$ cat src/include/mdr_pkg.sv
// mode register bank constants, field layouts and carrier types
package mdr_pkg;
  localparam int          CLK_MHZ            = 10;
  localparam int          AUTO_INIT_MAX_US   = 10;
  localparam int          AUTO_INIT_CYCLES   = AUTO_INIT_MAX_US * CLK_MHZ;
  localparam int          CAL_TIME_US        = 1;
  localparam int          CAL_CYCLES         = CAL_TIME_US * CLK_MHZ;
  localparam logic [3:0]  READ_LATENCY       = 4'h2;
  localparam logic [7:0]  ADDR_DEV_INFO      = 8'h00;
  localparam logic [7:0]  ADDR_FEATURE_ONE   = 8'h01;
  localparam logic [7:0]  ADDR_FEATURE_TWO   = 8'h02;
  localparam logic [7:0]  ADDR_IO_CONFIG     = 8'h03;
  localparam logic [7:0]  ADDR_REFRESH_RATE  = 8'h04;
  localparam logic [7:0]  ADDR_MAKER_ID      = 8'h05;
  localparam logic [7:0]  ADDR_REVISION_ONE  = 8'h06;
  localparam logic [7:0]  ADDR_REVISION_TWO  = 8'h07;
  localparam logic [7:0]  ADDR_GEOMETRY      = 8'h08;
  localparam logic [7:0]  ADDR_TEST_MODE     = 8'h09;
  localparam logic [7:0]  ADDR_CALIBRATION   = 8'h0A;
  localparam logic [7:0]  ADDR_BANK_MASK     = 8'h10;
  localparam logic [7:0]  ADDR_SEGMENT_MASK  = 8'h11;
  localparam logic [7:0]  ADDR_PATTERN_A     = 8'h20;
  localparam logic [7:0]  ADDR_PATTERN_B     = 8'h28;
  localparam logic [7:0]  ADDR_DEVICE_RESET  = 8'h3F;
  localparam int          DI_AUTO_INIT_BIT   = 0;
  localparam int          DI_KIND_BIT        = 1;
  localparam int          DI_DNV_BIT         = 2;
  localparam int          DI_ZQ_LSB          = 3;
  localparam logic [1:0]  ZQ_NOT_SUPPORTED   = 2'h0;
  localparam logic [1:0]  ZQ_TIED_HIGH       = 2'h1;
  localparam logic [1:0]  ZQ_GROUNDED        = 2'h2;
  localparam logic [1:0]  ZQ_PASSED          = 2'h3;
  localparam logic [2:0]  BURST_LEN_4        = 3'h2;
  localparam logic [2:0]  BURST_LEN_8        = 3'h3;
  localparam logic [2:0]  BURST_LEN_16       = 3'h4;
  localparam logic [7:0]  FEATURE_ONE_RESET  = 8'h22;
  localparam logic [7:0]  FEATURE_TWO_RESET  = 8'h01;
  localparam logic [7:0]  IO_CONFIG_RESET    = 8'h02;
  localparam logic [7:0]  FEATURE_TWO_MASK   = 8'h0F;
  localparam logic [7:0]  IO_CONFIG_MASK     = 8'h0F;
  localparam logic [7:0]  CAL_CODE_INIT      = 8'hFF;

  typedef struct packed {
    logic       mode_reg_read_cmd;
    logic       mode_reg_write_cmd;
    logic [7:0] register_address;
    logic [7:0] op;
  } mdr_cmd_t;

  typedef struct packed {
    logic [7:0] dq;
    logic       dq_oe;
    logic       strobe;
    logic       strobe_oe;
  } mdr_rd_t;

  typedef enum logic [1:0] {
    MDR_INIT = 2'b00,
    MDR_IDLE = 2'b01,
    MDR_CAL  = 2'b10
  } mdr_state_t;
endpackage : mdr_pkg

$ cat src/design/mdr_mode_register_bank.sv
// mode register bank: decode, storage, access classes and read return
// Function
// - data and strobe pins stay high impedance while clock enable is low.
// - read and write commands honour each register's access class.
// - implemented registers sit at the fixed documented addresses.
// - reset-register write resets device; calibration write starts calibration.
// - reserved bits of implemented registers read back as zero.
// - reads of write-only or reserved registers still toggle the strobe.
// - writes to read-only registers change nothing.
// - device information reports init status, kind, invalid-data support.
// - device information bits 4:3 give impedance self-test result.
// - self-test field updates when initial calibration completes.
// - self-test failure keeps factory trim and ignores later calibration.
// - feature register one bits 2:0 select burst length 4, 8, 16.
// - init status clears within ten microseconds of the reset command.
`timescale 1ns/100ps
module mdr_mode_register_bank
  import mdr_pkg::*;
#(
  parameter int         AUTO_INIT_LEN  = AUTO_INIT_CYCLES,
  parameter int         CAL_LEN        = CAL_CYCLES,
  parameter logic       NONVOLATILE    = 1'b0,
  parameter logic       ZQ_TEST_SUPPORT = 1'b1,
  // identification values below are arbitrary
  parameter logic [7:0] MAKER_ID       = 8'h5A,
  parameter logic [7:0] REVISION_ONE   = 8'h01,
  parameter logic [7:0] REVISION_TWO   = 8'h00,
  parameter logic [7:0] GEOMETRY       = 8'h14,
  parameter logic [7:0] REFRESH_STATUS = 8'h03,
  parameter logic [7:0] PATTERN_A      = 8'h55,
  parameter logic [7:0] PATTERN_B      = 8'hAA
) (
  input  wire logic       clock,
  input  wire logic       reset,
  input  wire logic       clock_enable,
  input  wire mdr_cmd_t   cmd,
  input  wire logic [1:0] zq_pin_sense,
  output mdr_rd_t         rd,
  output logic [2:0]      burst_length_select,
  output logic            burst_order_select,
  output logic            wrap_select,
  output logic [2:0]      write_recovery_cycles,
  output logic            factory_trim_active,
  output logic [7:0]      impedance_code,
  output logic            device_busy
);

  mdr_state_t  state_r;
  logic [15:0] timer_r;
  logic        auto_init_status_r;
  logic [1:0]  impedance_selftest_result_r;
  logic        zq_tested_r;
  logic [7:0]  feature_one_r;
  logic [7:0]  feature_two_r;
  logic [7:0]  io_config_r;
  logic [7:0]  test_mode_r;
  logic [7:0]  bank_mask_r;
  logic [7:0]  segment_mask_r;
  logic [7:0]  cal_code_r;
  logic [1:0]  zq_meta_r;
  logic [1:0]  zq_sync_r;
  logic        cke_meta_r;
  logic        cke_sync_r;
  logic [3:0]  rd_cnt_r;
  logic [7:0]  rd_data_r;
  logic        rd_pend_r;
  logic        strobe_r;

  logic        cmd_rd;
  logic        cmd_wr;
  logic        wr_reset_cmd;
  logic        wr_cal_cmd;
  logic [7:0]  dev_info;
  logic [7:0]  rd_mux;
  logic        init_done;
  logic        cal_done;
  logic        rd_take;
  logic        bl_code_ok;
  logic        wr_feature_one;
  logic        wr_feature_two;
  logic        wr_io_config;
  logic        wr_test_mode;
  logic        wr_bank_mask;
  logic        wr_segment_mask;

  // clock enable comes from a pin: two flops before any logic reads it
  always_ff @(posedge clock) begin
    if (reset) begin
      cke_meta_r <= 1'b0;
      cke_sync_r <= 1'b0;
    end else begin
      cke_meta_r <= clock_enable;
      cke_sync_r <= cke_meta_r;
    end
  end

  // the zq sense pad is sampled the same way; only the second flop is read
  always_ff @(posedge clock) begin
    if (reset) begin
      zq_meta_r <= 2'h0;
      zq_sync_r <= 2'h0;
    end else begin
      zq_meta_r <= zq_pin_sense;
      zq_sync_r <= zq_meta_r;
    end
  end

  // commands only count while clock enable is high
  assign cmd_rd = cmd.mode_reg_read_cmd & cke_sync_r;
  assign cmd_wr = cmd.mode_reg_write_cmd & cke_sync_r & ~cmd.mode_reg_read_cmd;
  // reset register write starts a device reset
  assign wr_reset_cmd = cmd_wr && (cmd.register_address == ADDR_DEVICE_RESET);
  // calibration commands ignored once factory trim is in force
  assign wr_cal_cmd = cmd_wr && (cmd.register_address == ADDR_CALIBRATION)
                      && !factory_trim_active && (state_r == MDR_IDLE);

  // end points of the two timed phases
  assign init_done = (state_r == MDR_INIT) && (timer_r >= 16'(AUTO_INIT_LEN - 1));
  assign cal_done  = (state_r == MDR_CAL) && (timer_r >= 16'(CAL_LEN - 1));

  // reset command restarts the flow at the auto-initialization step
  always_ff @(posedge clock) begin
    if (reset || wr_reset_cmd) begin
      state_r <= MDR_INIT;
      timer_r <= 16'h0000;
    end else begin
      unique case (state_r)
        MDR_INIT: begin
          if (init_done) begin
            state_r <= MDR_IDLE;
            timer_r <= 16'h0000;
          end else begin
            timer_r <= timer_r + 16'h0001;
          end
        end
        MDR_IDLE: begin
          if (wr_cal_cmd) begin
            state_r <= MDR_CAL;
            timer_r <= 16'h0000;
          end
        end
        MDR_CAL: begin
          if (cal_done) begin
            state_r <= MDR_IDLE;
            timer_r <= 16'h0000;
          end else begin
            timer_r <= timer_r + 16'h0001;
          end
        end
        default: begin
          state_r <= MDR_INIT;
          timer_r <= 16'h0000;
        end
      endcase
    end
  end

  // init status set by every reset, cleared once the init count ends
  always_ff @(posedge clock) begin
    if (reset || wr_reset_cmd) begin
      auto_init_status_r <= 1'b1;
    end else if (init_done) begin
      auto_init_status_r <= 1'b0;
    end
  end

  // self-test result latched when the first calibration completes
  always_ff @(posedge clock) begin
    if (reset) begin
      impedance_selftest_result_r <= ZQ_NOT_SUPPORTED;
      zq_tested_r                 <= 1'b0;
    end else if (ZQ_TEST_SUPPORT && (state_r == MDR_CAL) && !zq_tested_r
                 && (timer_r >= 16'(CAL_LEN - 1))) begin
      impedance_selftest_result_r <= zq_sync_r;
      zq_tested_r                 <= 1'b1;
    end
  end

  // a failed self test pins the output impedance to factory trim
  assign factory_trim_active = (impedance_selftest_result_r == ZQ_TIED_HIGH)
                            || (impedance_selftest_result_r == ZQ_GROUNDED);
  assign impedance_code = factory_trim_active ? CAL_CODE_INIT : cal_code_r;
  assign device_busy    = (state_r != MDR_IDLE);

  // one strobe per write-class address; others store nothing
  assign wr_feature_one  = cmd_wr && (cmd.register_address == ADDR_FEATURE_ONE);
  assign wr_feature_two  = cmd_wr && (cmd.register_address == ADDR_FEATURE_TWO);
  assign wr_io_config    = cmd_wr && (cmd.register_address == ADDR_IO_CONFIG);
  assign wr_test_mode    = cmd_wr && (cmd.register_address == ADDR_TEST_MODE);
  assign wr_bank_mask    = cmd_wr && (cmd.register_address == ADDR_BANK_MASK);
  assign wr_segment_mask = cmd_wr && (cmd.register_address == ADDR_SEGMENT_MASK);
  // a reserved burst code drops the whole feature-one write
  assign bl_code_ok = (cmd.op[2:0] == BURST_LEN_4) || (cmd.op[2:0] == BURST_LEN_8)
                   || (cmd.op[2:0] == BURST_LEN_16);

  always_ff @(posedge clock) begin
    if (reset || wr_reset_cmd) begin
      feature_one_r <= FEATURE_ONE_RESET;
    end else if (wr_feature_one && bl_code_ok) begin
      feature_one_r <= cmd.op;
    end
  end

  // reserved upper bits of feature two and io config are never stored
  always_ff @(posedge clock) begin
    if (reset || wr_reset_cmd) begin
      feature_two_r <= FEATURE_TWO_RESET;
    end else if (wr_feature_two) begin
      feature_two_r <= cmd.op & FEATURE_TWO_MASK;
    end
  end

  always_ff @(posedge clock) begin
    if (reset || wr_reset_cmd) begin
      io_config_r <= IO_CONFIG_RESET;
    end else if (wr_io_config) begin
      io_config_r <= cmd.op & IO_CONFIG_MASK;
    end
  end

  always_ff @(posedge clock) begin
    if (reset || wr_reset_cmd) begin
      test_mode_r <= 8'h00;
    end else if (wr_test_mode) begin
      test_mode_r <= cmd.op;
    end
  end

  always_ff @(posedge clock) begin
    if (reset || wr_reset_cmd) begin
      bank_mask_r <= 8'h00;
    end else if (wr_bank_mask) begin
      bank_mask_r <= cmd.op;
    end
  end

  always_ff @(posedge clock) begin
    if (reset || wr_reset_cmd) begin
      segment_mask_r <= 8'h00;
    end else if (wr_segment_mask) begin
      segment_mask_r <= cmd.op;
    end
  end

  // a calibration write ignored under factory trim leaves the code alone
  always_ff @(posedge clock) begin
    if (reset || wr_reset_cmd) begin
      cal_code_r <= CAL_CODE_INIT;
    end else if (wr_cal_cmd) begin
      cal_code_r <= cmd.op;
    end
  end

  // burst length and the other feature-one fields
  assign burst_length_select   = feature_one_r[2:0];
  assign burst_order_select    = feature_one_r[3];
  assign wrap_select           = feature_one_r[4];
  assign write_recovery_cycles = feature_one_r[7:5];

  // device information layout; upper bits read zero
  assign dev_info = {3'h0, impedance_selftest_result_r, 1'b0, NONVOLATILE,
                     auto_init_status_r};

  // read-class decode; others return zero, still strobed
  always_comb begin
    unique case (cmd.register_address)
      ADDR_DEV_INFO: begin
        rd_mux = dev_info;
      end
      ADDR_REFRESH_RATE: begin
        rd_mux = REFRESH_STATUS;
      end
      ADDR_MAKER_ID: begin
        rd_mux = MAKER_ID;
      end
      ADDR_REVISION_ONE: begin
        rd_mux = REVISION_ONE;
      end
      ADDR_REVISION_TWO: begin
        rd_mux = REVISION_TWO;
      end
      ADDR_GEOMETRY: begin
        rd_mux = GEOMETRY;
      end
      ADDR_PATTERN_A: begin
        rd_mux = PATTERN_A;
      end
      ADDR_PATTERN_B: begin
        rd_mux = PATTERN_B;
      end
      default: begin
        rd_mux = 8'h00;
      end
    endcase
  end

  // a read is taken only while none is pending
  assign rd_take = cmd_rd && !rd_pend_r;

  // read data captured at the taking edge and held until the next read; cleared while clock enable is low
  always_ff @(posedge clock) begin
    if (reset || !cke_sync_r) begin
      rd_data_r <= 8'h00;
    end else if (rd_take) begin
      rd_data_r <= rd_mux;
    end
  end

  // fixed latency counter; clock enable low aborts a read in flight
  always_ff @(posedge clock) begin
    if (reset || !cke_sync_r) begin
      rd_pend_r <= 1'b0;
      rd_cnt_r  <= 4'h0;
    end else if (rd_take) begin
      rd_pend_r <= 1'b1;
      rd_cnt_r  <= 4'h0;
    end else if (rd_pend_r) begin
      rd_cnt_r <= rd_cnt_r + 4'h1;
      if (rd_cnt_r == READ_LATENCY + 4'h1) begin
        rd_pend_r <= 1'b0;
      end
    end
  end

  // strobe toggles for every read, whatever the address class
  always_ff @(posedge clock) begin
    if (reset || !cke_sync_r || rd_take) begin
      strobe_r <= 1'b0;
    end else if (rd_pend_r && (rd_cnt_r >= READ_LATENCY)) begin
      strobe_r <= ~strobe_r;
    end else if (!rd_pend_r) begin
      strobe_r <= 1'b0;
    end
  end

  // no pin is driven while clock enable is low
  assign rd.dq        = rd_data_r;
  assign rd.dq_oe     = rd_pend_r && cke_sync_r && (rd_cnt_r > READ_LATENCY - 4'h1);
  assign rd.strobe    = strobe_r;
  assign rd.strobe_oe = rd.dq_oe;

endmodule : mdr_mode_register_bank

$ cat config.mk
export PLATFORM = sky130hd
export DESIGN_NAME = mdr_mode_register_bank
export DESIGN_NICKNAME = d
export VERILOG_FILES = /design/src/include/mdr_pkg.sv /design/src/design/mdr_mode_register_bank.sv
export SDC_FILE = /design/constraint.sdc
export NUM_CORES = 1
export LEC_CHECK = 0
export BUFFER_PORTS_ARGS = -buffer_cell sky130_fd_sc_hd__buf_2
export CORE_MARGIN = 3
export CORE_UTILIZATION = 35
export DETAILED_ROUTE_END_ITERATION = 10
export PLACE_DENSITY_LB_ADDON = 0.12
export SLEW_MARGIN = 10
export SYNTH_ARGS = -nofsm -noshare
export SYNTH_HDL_FRONTEND = slang
export SYNTH_SLANG_ARGS = --single-unit
$ cat constraint.sdc
create_clock -name clock -period 2.51 [get_ports clock]
set_input_delay 0.3765 -clock clock [delete_from_list [all_inputs] [get_ports clock]]
set_output_delay 0.3765 -clock clock [all_outputs]
set_load 0.05 [all_outputs]
==> results.sh, run 1 <==
export IMPL_root_buffer="clkbuf_8"
export IMPL_worst_r2r_path_depth=8
export IMPL_worstSetupStartpoint="timer_r[1]$_SDFFE_PP0P_"
export IMPL_drive_gt1_share_pct=24.9
export IMPL_crit_cells=8
export IMPL_worst_path_max_fanout=4
export IMPL_gp_congestion=0.753
export IMPL_die_h_um=92.7
export IMPL_syn2layout_area_growth_pct=18.4
export IMPL_slowest_stage="a2111oi_0"
export IMPL_synth_compound_area_share_pct=12.1
export IMPL_cp_required_ns=2.73
export IMPL_avgRoutedWirePerCell_um=13.4
export IMPL_power_density_nw_per_um2=554
export IMPL_rows=30
export IMPL_vias=2143
export IMPL_clk_latency_ns=0.33
export IMPL_overflow=0
export IMPL_core_um2=7060
export IMPL_io_pins=52
export IMPL_ys_top_cells_by_area="dfxtp_1, mux2i_1, nor2_1, nand2_1, ha_1"
export IMPL_slew_headroom_pct=52.5
export IMPL_cp_buffers_inverters=2
export IMPL_grt_pass1_wl_um=9780
export IMPL_fin_worst_skew_ns=0.00393
export IMPL_port_buffers=51
export IMPL_synth_simple_area_share_pct=27.1
export IMPL_r2r_end="impedance_selftest_result_r[1]$_SDFFE_PP0P_"
export IMPL_synth_most_common_cell="dfxtp_1"
export IMPL_h_tree_depth=3
export IMPL_worstReg2RegStart="timer_r[1]$_SDFFE_PP0P_"
export IMPL_die_w_um=92.7
export IMPL_cts_path_max_buffers=2
export IMPL_fin_util_pct=44.2
export IMPL_synth_xor_area_share_pct=2.00
export IMPL_cp_end_kind="register"
export IMPL_worst_hold_slack_ns=0.246
export IMPL_synth_nets=317
export IMPL_synth_cell_types=55
export IMPL_status="complete, no violations"
export IMPL_cts_setup_buffers=0
export IMPL_yosys_register_bits=57
export IMPL_finalSetupViolCount=0
export IMPL_drt_iter0_markers=96
export IMPL_worstSetupStartpointType="register"
export IMPL_grt_max_degree=16
export IMPL_cts_sinks=57
export IMPL_cts_buffers_inserted=9
export IMPL_diodes=0
export IMPL_die_area_um2=8600
export IMPL_cts_resized=0
export IMPL_hold_viol=0
export IMPL_setup_tns_ns=0
export IMPL_syn_mean_instance_area_um2=9.18
export IMPL_ys_top_cells_by_count="dfxtp_1, nor2_1, nand2_1"
export IMPL_nNetsFinal=370
export IMPL_postRouteAntennaNets=0
export IMPL_synth_top_family_by_area="simple AND/OR/NAND/NOR gates"
export IMPL_synth_mux_area_share_pct=7.60
export IMPL_p_total_mw=1.73
export IMPL_path_cells="inv_1 -> ha_1 -> or3b_1 -> a2111oi_0 -> buf_4 -> a211oi_1 -> mux2i_1 -> nor2_1"
export IMPL_synth_fa_ha_area_share_pct=3.33
export IMPL_hold_path_class="in2reg"
export IMPL_cts_tree="done"
export IMPL_worstMarginPinSlew_ns=0.709
export IMPL_synth_edf_count=0
export IMPL_synth_seq_area_share_pct=43.3
export IMPL_fin_crit_ns=2.20
export IMPL_critPathMaxStageDelay_ns=0.53
export IMPL_ys_warn_count=0
export IMPL_p_leak_nw=1.40
export IMPL_start_util_pct=37.3
export IMPL_synthFlopType="dfxtp_1"
export IMPL_synth_top_cell_area_share_pct=43.3
export IMPL_hold_buffers=0
export IMPL_path_clk_slew_ns=0.06
export IMPL_reg2reg_setup_slack_ns=0.31
export IMPL_cap_violations=0
export IMPL_drc_errors=0
export IMPL_timing_fmax_mhz=455
export IMPL_synthArstFlopShare_pct=0
export IMPL_totalWireLength_um=5920
export IMPL_netlist_area_um2=2630
export IMPL_antenna_found_initial=0
export IMPL_slew_violations=0
export IMPL_rsz0062_at_grt="false"
export IMPL_worstSetupPathType="reg2reg"
export IMPL_critical_path_endpoint="impedance_selftest_result_r[1]$_SDFFE_PP0P_"
export IMPL_peakVddDrop_mv=0.328
export IMPL_crit_family="compound AO/OA/AOI/OAI gates"
export IMPL_grt_pass1_vias=2036
export IMPL_yosysTopAreaCell="dfxtp_1"
export IMPL_arrival_ns=2.42
export IMPL_dr_pass1_iters=4
export IMPL_fin_crit_sh_pct=87.6
export IMPL_via_per_inst=4.86
export IMPL_syn_inst=287
export IMPL_grt_use_total_pct=14.5
export IMPL_hpwlAfterDp_um=4360
-- cell type report --
class,count,area [µm²]
well taps,96,120
repair buffers,56,293
inverters,8,30.0
flip-flops and latches,57,1140
multi-input cells,208,1370
clock inverters,6,35.0
fillers,776,3940
clock buffers,10,128
-- cells by family after synthesis --
kind of cell,after synthesis
compound gates,47
xor+xnor,6
fa+ha+maj,7
buf+inv,22
flops,57
mux,20
simple gates,128
-- per-layer routing --
layer	GRT usage, %	routed length [µm]
met1	18.2	2760
met2	23.3	2870
met3	5.77	239
met4	4.03	51
met5	0	0
-- state kept, by name, indices dropped and copies added, names as in the netlist --
register,cells
zq_tested_r,1
rd_pend_r,1
zq_sync_r,2
timer_r,16
impedance_selftest_result_r,2
rd_data_r,7
feature_one_r,8
zq_meta_r,2
cke_sync_r,1
cke_meta_r,1
auto_init_status_r,1
rd_cnt_r,4
strobe_r,1
state_r,2
cal_code_r,8
-- per-stage QoR --
step,cell area (µm²),setup slack (ns),instances
3_5_place_dp,2960,0.250,425
5_1_grt,3120,0.198,441
3_3_place_gp,2960,0.278,425
2_1_floorplan,2630,0.399,287
6_report,3120,0.310,441
4_1_cts,3120,0.292,441
-- worst register-to-register path, cell delays in order (launching register included) --
cell and delay [ns]:
dfxtp_1 0.37, inv_1 0.08, ha_1 0.18, or3b_1 0.38, a2111oi_0 0.53, buf_4 0.20, a211oi_1 0.12, mux2i_1 0.19
nor2_1 0.05
-- how the worst min path moves through the flow --
| stage | startpoint | to | slack, ns | cells past startpoint |
|---|---|---|---|---|
| CTS | zq_pin_sense[0] | zq_meta_r[0]$_SDFF_PP0_ | 0.24 | 2 |
| finish | clock_enable | cke_meta_r$_SDFF_PP0_ | 0.25 | 2 |
| global route | clock_enable | cke_meta_r$_SDFF_PP0_ | 0.23 | 2 |
| detailed placement | cke_meta_r$_SDFF_PP0_ | cke_sync_r$_SDFF_PP0_ | 0.43 | 1 |
| floorplan | cke_meta_r$_SDFF_PP0_ | cke_sync_r$_SDFF_PP0_ | 0.41 | 1 |
| global placement | cke_meta_r$_SDFF_PP0_ | cke_sync_r$_SDFF_PP0_ | 0.42 | 1 |
-- report_power, final --
part	internal (mW)	switching, mW
combinational	0.0397	0.0585
sequential	0.914	0.00704
clock	0.350	0.360
-- placed cells by master, fill, tap and decap left out, types with 4 or more instances in the layout --
cell type,n
dfxtp_1,57
buf_2,51
nor2_1,30
nand2_1,25
mux2i_1,20
a21oi_1,13
nand2b_1,11
nor2b_1,9
clkbuf_8,9
inv_1,8
o21ai_0,7
ha_1,7
nand3_1,6
and2_1,6
and3_1,5
nor4_1,5
buf_4,5
or4_1,4
o21a_1,4
a211oi_1,4
clkinv_2,4
Note: power is estimated with default switching activity, not from simulation.
==> inputs of run 2 (changes only) <==
- clock period: 2.51 -> 2.2 ns (I/O delays scaled with it)
==> run 2 against run 1 <==
Net effect:
- largest power group unchanged
- cell count rose by 1.6%
- clock-buffer cell count rose by 1
- die area did not move
- maximum frequency rose by 6.0%
==> results.sh, run 2 (same netlist as run 1, synthesis figures left out) <==
export IMPL_status="complete, no violations"
export IMPL_root_buffer="clkbuf_8"
export IMPL_antenna_found_initial=0
export IMPL_p_total_mw=2.04
export IMPL_cp_buffers_inverters=2
export IMPL_arrival_ns=2.30
export IMPL_crit_family="compound AO/OA/AOI/OAI gates"
export IMPL_totalWireLength_um=5930
export IMPL_hold_path_class="in2reg"
export IMPL_syn2layout_area_growth_pct=21.5
export IMPL_top_regs="timer_r x16, cal_code_r x8, feature_one_r x8"
export IMPL_worst_hold_slack_ns=0.200
export IMPL_final_common_cell="dfxtp_1"
export IMPL_p_leak_nw=1.45
export IMPL_top_register="timer_r"
export IMPL_worstMarginPinSlew_ns=0.480
export IMPL_diodes=0
export IMPL_rsz0062_at_grt="false"
export IMPL_drt_iter0_markers=75
export IMPL_cts_setup_buffers=0
export IMPL_place_area_um2=3010
export IMPL_hold_viol=0
export IMPL_h_tree_depth=3
export IMPL_p_switching_mw=0.490
export IMPL_cts_resized=1
export IMPL_sw_frac_of_total_pct=24.0
export IMPL_power_density_nw_per_um2=638
export IMPL_drive_gt1_share_pct=27.3
export IMPL_dp_cells=432
export IMPL_grt_pass1_wl_um=9780
export IMPL_cts_buffers_inserted=9
export IMPL_cp_end_kind="register"
export IMPL_die_w_um=92.7
export IMPL_gp_congestion=0.778
export IMPL_dr_pass1_iters=4
export IMPL_path_cells="inv_1 -> ha_1 -> or3b_1 -> a2111oi_2 -> buf_4 -> a211oi_1 -> mux2i_1 -> nor2_1"
export IMPL_die_area_um2=8600
export IMPL_start_util_pct=37.3
export IMPL_fin_util_pct=45.4
export IMPL_stdcell_count=448
export IMPL_final_cell_mix="dfxtp_1, buf_2, nor2_1, nand2_1, mux2i_1"
export IMPL_via_per_inst=4.84
export IMPL_slew_headroom_pct=68.0
export IMPL_peakVddDrop_mv=0.356
export IMPL_postRouteAntennaNets=0
export IMPL_nNetsFinal=377
export IMPL_hold_buffers=0
export IMPL_clk_latency_ns=0.34
export IMPL_drc_errors=0
export IMPL_finalSetupViolCount=0
export IMPL_overflow=0
export IMPL_fin_crit_sh_pct=94.4
export IMPL_avgRoutedWirePerCell_um=13.2
export IMPL_fin_worst_skew_ns=0.00739
export IMPL_die_h_um=92.7
export IMPL_core_um2=7060
export IMPL_worstSetupStartpointType="register"
export IMPL_internal_power_mw=1.55
export IMPL_seqPwrFrac_pct=51.5
export IMPL_cts_sinks=57
export IMPL_port_buffers=51
export IMPL_power_combinational_fraction_pct=5.7
export IMPL_hpwlAfterDp_um=4460
export IMPL_cts_tree="done"
export IMPL_worstSetupPathType="reg2reg"
export IMPL_rows=30
export IMPL_timing_fmax_mhz=482
export IMPL_vias=2170
export IMPL_worst_path_max_fanout=4
export IMPL_fin_crit_ns=2.08
export IMPL_slowest_stage="or3b_1"
export IMPL_clkPwrFrac_pct=42.8
export IMPL_final_cell_area_um2=3200
export IMPL_grt_max_degree=16
export IMPL_slew_violations=0
export IMPL_io_pins=52
export IMPL_grt_use_total_pct=14.7
export IMPL_largest_reg_flops=16
export IMPL_grt_pass1_vias=2015
export IMPL_critPathMaxStageDelay_ns=0.43
export IMPL_cp_required_ns=2.42
export IMPL_cap_violations=0
export IMPL_cts_path_max_buffers=2
export IMPL_path_clk_slew_ns=0.06
[run 2: cell count changes in the layout (fill, tap and decap cells not counted)]
cell       change
a2111oi_2      +1
a2111oi_0      -1
clkinv_2       -1
buf_4          +7
clkbuf_1       -1
a21oi_2        +1
clkbuf_8       +2
a21oi_1        -1
[run 2: power groups by stage]
stage | Combinational, mW | Sequential, mW | Clock (mW)
2_1_floorplan | 0.0666 | 1.07 | 0
3_3_place_gp | 0.115 | 1.07 | 0
3_5_place_dp | 0.115 | 1.07 | 0
4_1_cts | 0.116 | 1.05 | 0.903
5_1_grt | 0.131 | 1.05 | 0.951
6_report | 0.116 | 1.05 | 0.875
[run 2: area by class of cell]
type / count / area (µm²)
clock buffer: 11 / 151
inverter: 8 / 30.0
timing repair buffer: 63 / 345
tap: 96 / 120
clock inverter: 5 / 30.0
multi-input combinational: 208 / 1380
fill: 723 / 3860
sequential: 57 / 1140
[run 2: routing by layer]
| metal | vias to the layer above | global-route usage [%] | share of wire [%] |
|---|---|---|---|
| met1 | 987 | 18.2 | 46 |
| met2 | 45 | 23.1 | 47 |
| met4 | 0 | 5.86 | 1.6 |
| li1 | 1129 | - | - |
| met5 | - | 0 | 0 |
| met3 | 9 | 5.28 | 5.4 |
[run 2: final timing paths]
kind | from | to | slack, ns | cells after the start
setup / recovery | timer_r[1]$_SDFFE_PP0P_ | impedance_selftest_result_r[0]$_SDFFE_PP0P_ | 0.12 | 8
hold / removal | clock_enable | cke_meta_r$_SDFF_PP0_ | 0.20 | 2
setup reg to reg | timer_r[1]$_SDFFE_PP0P_ | impedance_selftest_result_r[0]$_SDFFE_PP0P_ | 0.12 | 8
hold reg to reg | zq_meta_r[0]$_SDFF_PP0_ | zq_sync_r[0]$_SDFF_PP0_ | 0.44 | 1
[run 2: per-stage QoR]
stage               worst slack (ns)  setup TNS (ns)
floorplan                     0.0891               0
global placement             -0.0325         -0.0623
detailed placement           -0.0718          -0.142
CTS                          0.00892               0
global route                0.000281               0
finish                         0.124               0
==> inputs of run 3 (changes only) <==
- CORE_UTILIZATION: 35 -> 49
- clock period: 2.2 -> 1.9 ns (I/O delays scaled with it)
==> run 3 against run 2 <==
Net effect:
- the run now ends with setup timing left
- flip-flop and latch count unchanged
- wire length up 5.0%
- cell count fell by 1.8%
- maximum frequency rose by 7.0%
- sequential power rose by 16%
- critical endpoint is now timer_r[3]$_SDFFE_PP0P_
- largest power group unchanged
==> results.sh, run 3 (same netlist as run 1, synthesis figures left out) <==
export IMPL_status="finished, violations left"
export IMPL_violations="setup timing"
export IMPL_die_h_um=79.3
export IMPL_hold_viol=0
export IMPL_hold_buffers=0
export IMPL_wl_met1_um=2780
export IMPL_peakVddDrop_mv=0.602
export IMPL_overflow=0
export IMPL_r2r_end="timer_r[3]$_SDFFE_PP0P_"
export IMPL_worstSetupStartpointType="register"
export IMPL_worst_r2r_path_depth=7
export IMPL_fin_crit_sh_pct=102
export IMPL_holdPathEnd="cke_meta_r$_SDFF_PP0_"
export IMPL_cp_required_ns=2.17
export IMPL_fin_crit_ns=1.94
export IMPL_p_total_mw=2.38
export IMPL_totalWireLength_um=6220
export IMPL_cts_buffers_inserted=9
export IMPL_diodes=0
export IMPL_final_cell_mix="dfxtp_1, buf_2, buf_4, nor2_1, nand2_1"
export IMPL_cts_tree="done"
export IMPL_final_common_cell="dfxtp_1"
export IMPL_worstSetupPathType="reg2reg"
export IMPL_worst_path_max_fanout=3
export IMPL_setup_tns_ns=-0.0689
export IMPL_io_pins=52
export IMPL_worst_hold_slack_ns=0.156
export IMPL_rows=26
export IMPL_finalSetupViolCount=4
export IMPL_timing_fmax_mhz=515
export IMPL_fin_worst_skew_ns=0.00825
export IMPL_antenna_found_initial=0
export IMPL_grt_pass1_wl_um=10100
export IMPL_die_area_um2=6290
export IMPL_wl_met2_um=3080
export IMPL_grt_max_degree=16
export IMPL_top_register="timer_r"
export IMPL_root_buffer="clkbuf_8"
export IMPL_hold_path_class="in2reg"
export IMPL_gp_congestion=0.831
export IMPL_rsz0062_at_grt="true"
export IMPL_drt_iter0_markers=113
export IMPL_die_w_um=79.3
export IMPL_arrival_ns=2.21
export IMPL_fin_ws_ns=-0.0409
export IMPL_power_density_nw_per_um2=699
export IMPL_via_per_inst=5.27
export IMPL_cts_path_max_buffers=2
export IMPL_largest_reg_flops=16
export IMPL_cap_violations=0
export IMPL_dr_wl_met3_um=257
export IMPL_drc_errors=0
export IMPL_drive_gt1_share_pct=35.4
export IMPL_grt_pass1_vias=2238
export IMPL_syn2layout_area_growth_pct=29.3
export IMPL_worstMarginPinSlew_ns=0.648
export IMPL_vias=2318
export IMPL_port_buffers=51
export IMPL_final_cell_area_um2=3410
export IMPL_highest_layer="met4"
export IMPL_dr_pass1_iters=5
export IMPL_start_util_pct=51.2
export IMPL_hold_path_cell_count=2
export IMPL_cts_sinks=57
export IMPL_reg2reg_setup_slack_ns=-0.04
export IMPL_top_regs="timer_r x16, cal_code_r x8, feature_one_r x8"
export IMPL_nNetsFinal=398
export IMPL_path_clk_slew_ns=0.06
export IMPL_hpwlAfterDp_um=4490
export IMPL_cp_end_kind="register"
export IMPL_holdCritStartpoint="clock_enable"
export IMPL_worstReg2RegStart="timer_r[1]$_SDFFE_PP0P_"
export IMPL_postRouteAntennaNets=0
export IMPL_slew_violations=0
export IMPL_place_area_um2=3130
export IMPL_core_um2=5140
export IMPL_grt_use_total_pct=21.0
export IMPL_p_leak_nw=1.55
export IMPL_avgRoutedWirePerCell_um=14.1
export IMPL_clk_latency_ns=0.34
export IMPL_slew_headroom_pct=56.2
export IMPL_h_tree_depth=3
run 3: cell count changes in the layout (fill, tap and decap cells not counted), sizes merged:
| cell | delta |
|---|---|
| clkinvlp | -2 |
| buf | +21 |
| clkinv | -3 |
| clkbuf | +2 |
run 3: cell type report:
type | instances | area [µm²]
multi-input cells | 208 | 1460
flip-flops and latches | 57 | 1150
clock buffers | 13 | 169
well taps | 70 | 87.6
fillers | 460 | 1730
repair buffers | 84 | 512
inverters | 8 | 30.0
run 3: per-stage QoR:
step	utilization, %	std cells	worst slack [ns]
floorplan	-	287	0.0215
finish	66.3	440	-0.0409
global route	66.3	440	-0.140
detailed placement	60.9	425	-0.218
CTS	65.4	438	-0.0355
global placement	60.9	425	-0.171
run 3: per-layer routing:
metal | up-vias | global-route usage, %
met1 | 1093 | 25.9
met3 | 11 | 6.92
met2 | 46 | 34.0
met5 | - | 0
met4 | 0 | 7.73
li1 | 1168 | -
run 3: critical path: stages (launching register included):
cell	delay, ns
dfxtp_2	0.32
buf_4	0.13
ha_1	0.19
or4_4	0.44
a21oi_4	0.16
o21ai_2	0.09
or3_1	0.37
a31oi_1	0.16
run 3: power by group:
part / switching (mW) / internal (mW) / leakage [nW]
Sequential: 0.00777 / 1.21 / 0.464
Clock: 0.440 / 0.558 / 0.0875
Combinational: 0.0883 / 0.0767 / 1.00
Total: 0.536 / 1.84 / 1.55
run 3: worst max-delay path by stage:
stage	startpoint	end
floorplan	timer_r[1]$_SDFFE_PP0P_	impedance_selftest_result_r[0]$_SDFFE_PP0P_
detailed placement	timer_r[1]$_SDFFE_PP0P_	impedance_selftest_result_r[0]$_SDFFE_PP0P_
CTS	rd_cnt_r[0]$_SDFFE_PP0P_	rd[0]
global placement	timer_r[1]$_SDFFE_PP0P_	impedance_selftest_result_r[0]$_SDFFE_PP0P_
finish	timer_r[1]$_SDFFE_PP0P_	timer_r[3]$_SDFFE_PP0P_
global route	timer_r[1]$_SDFFE_PP0P_	timer_r[3]$_SDFFE_PP0P_
run 3: timing repair:
| item | CTS | global route |
|---|---|---|
| cloned | 0 | 1 |
| gates resized for setup | 13 | 14 |
| hold endpoints to repair | 0 | 0 |
| setup buffers | 0 | 1 |
| setup endpoints to repair | 16 | 25 |
| pin swaps | 4 | 6 |
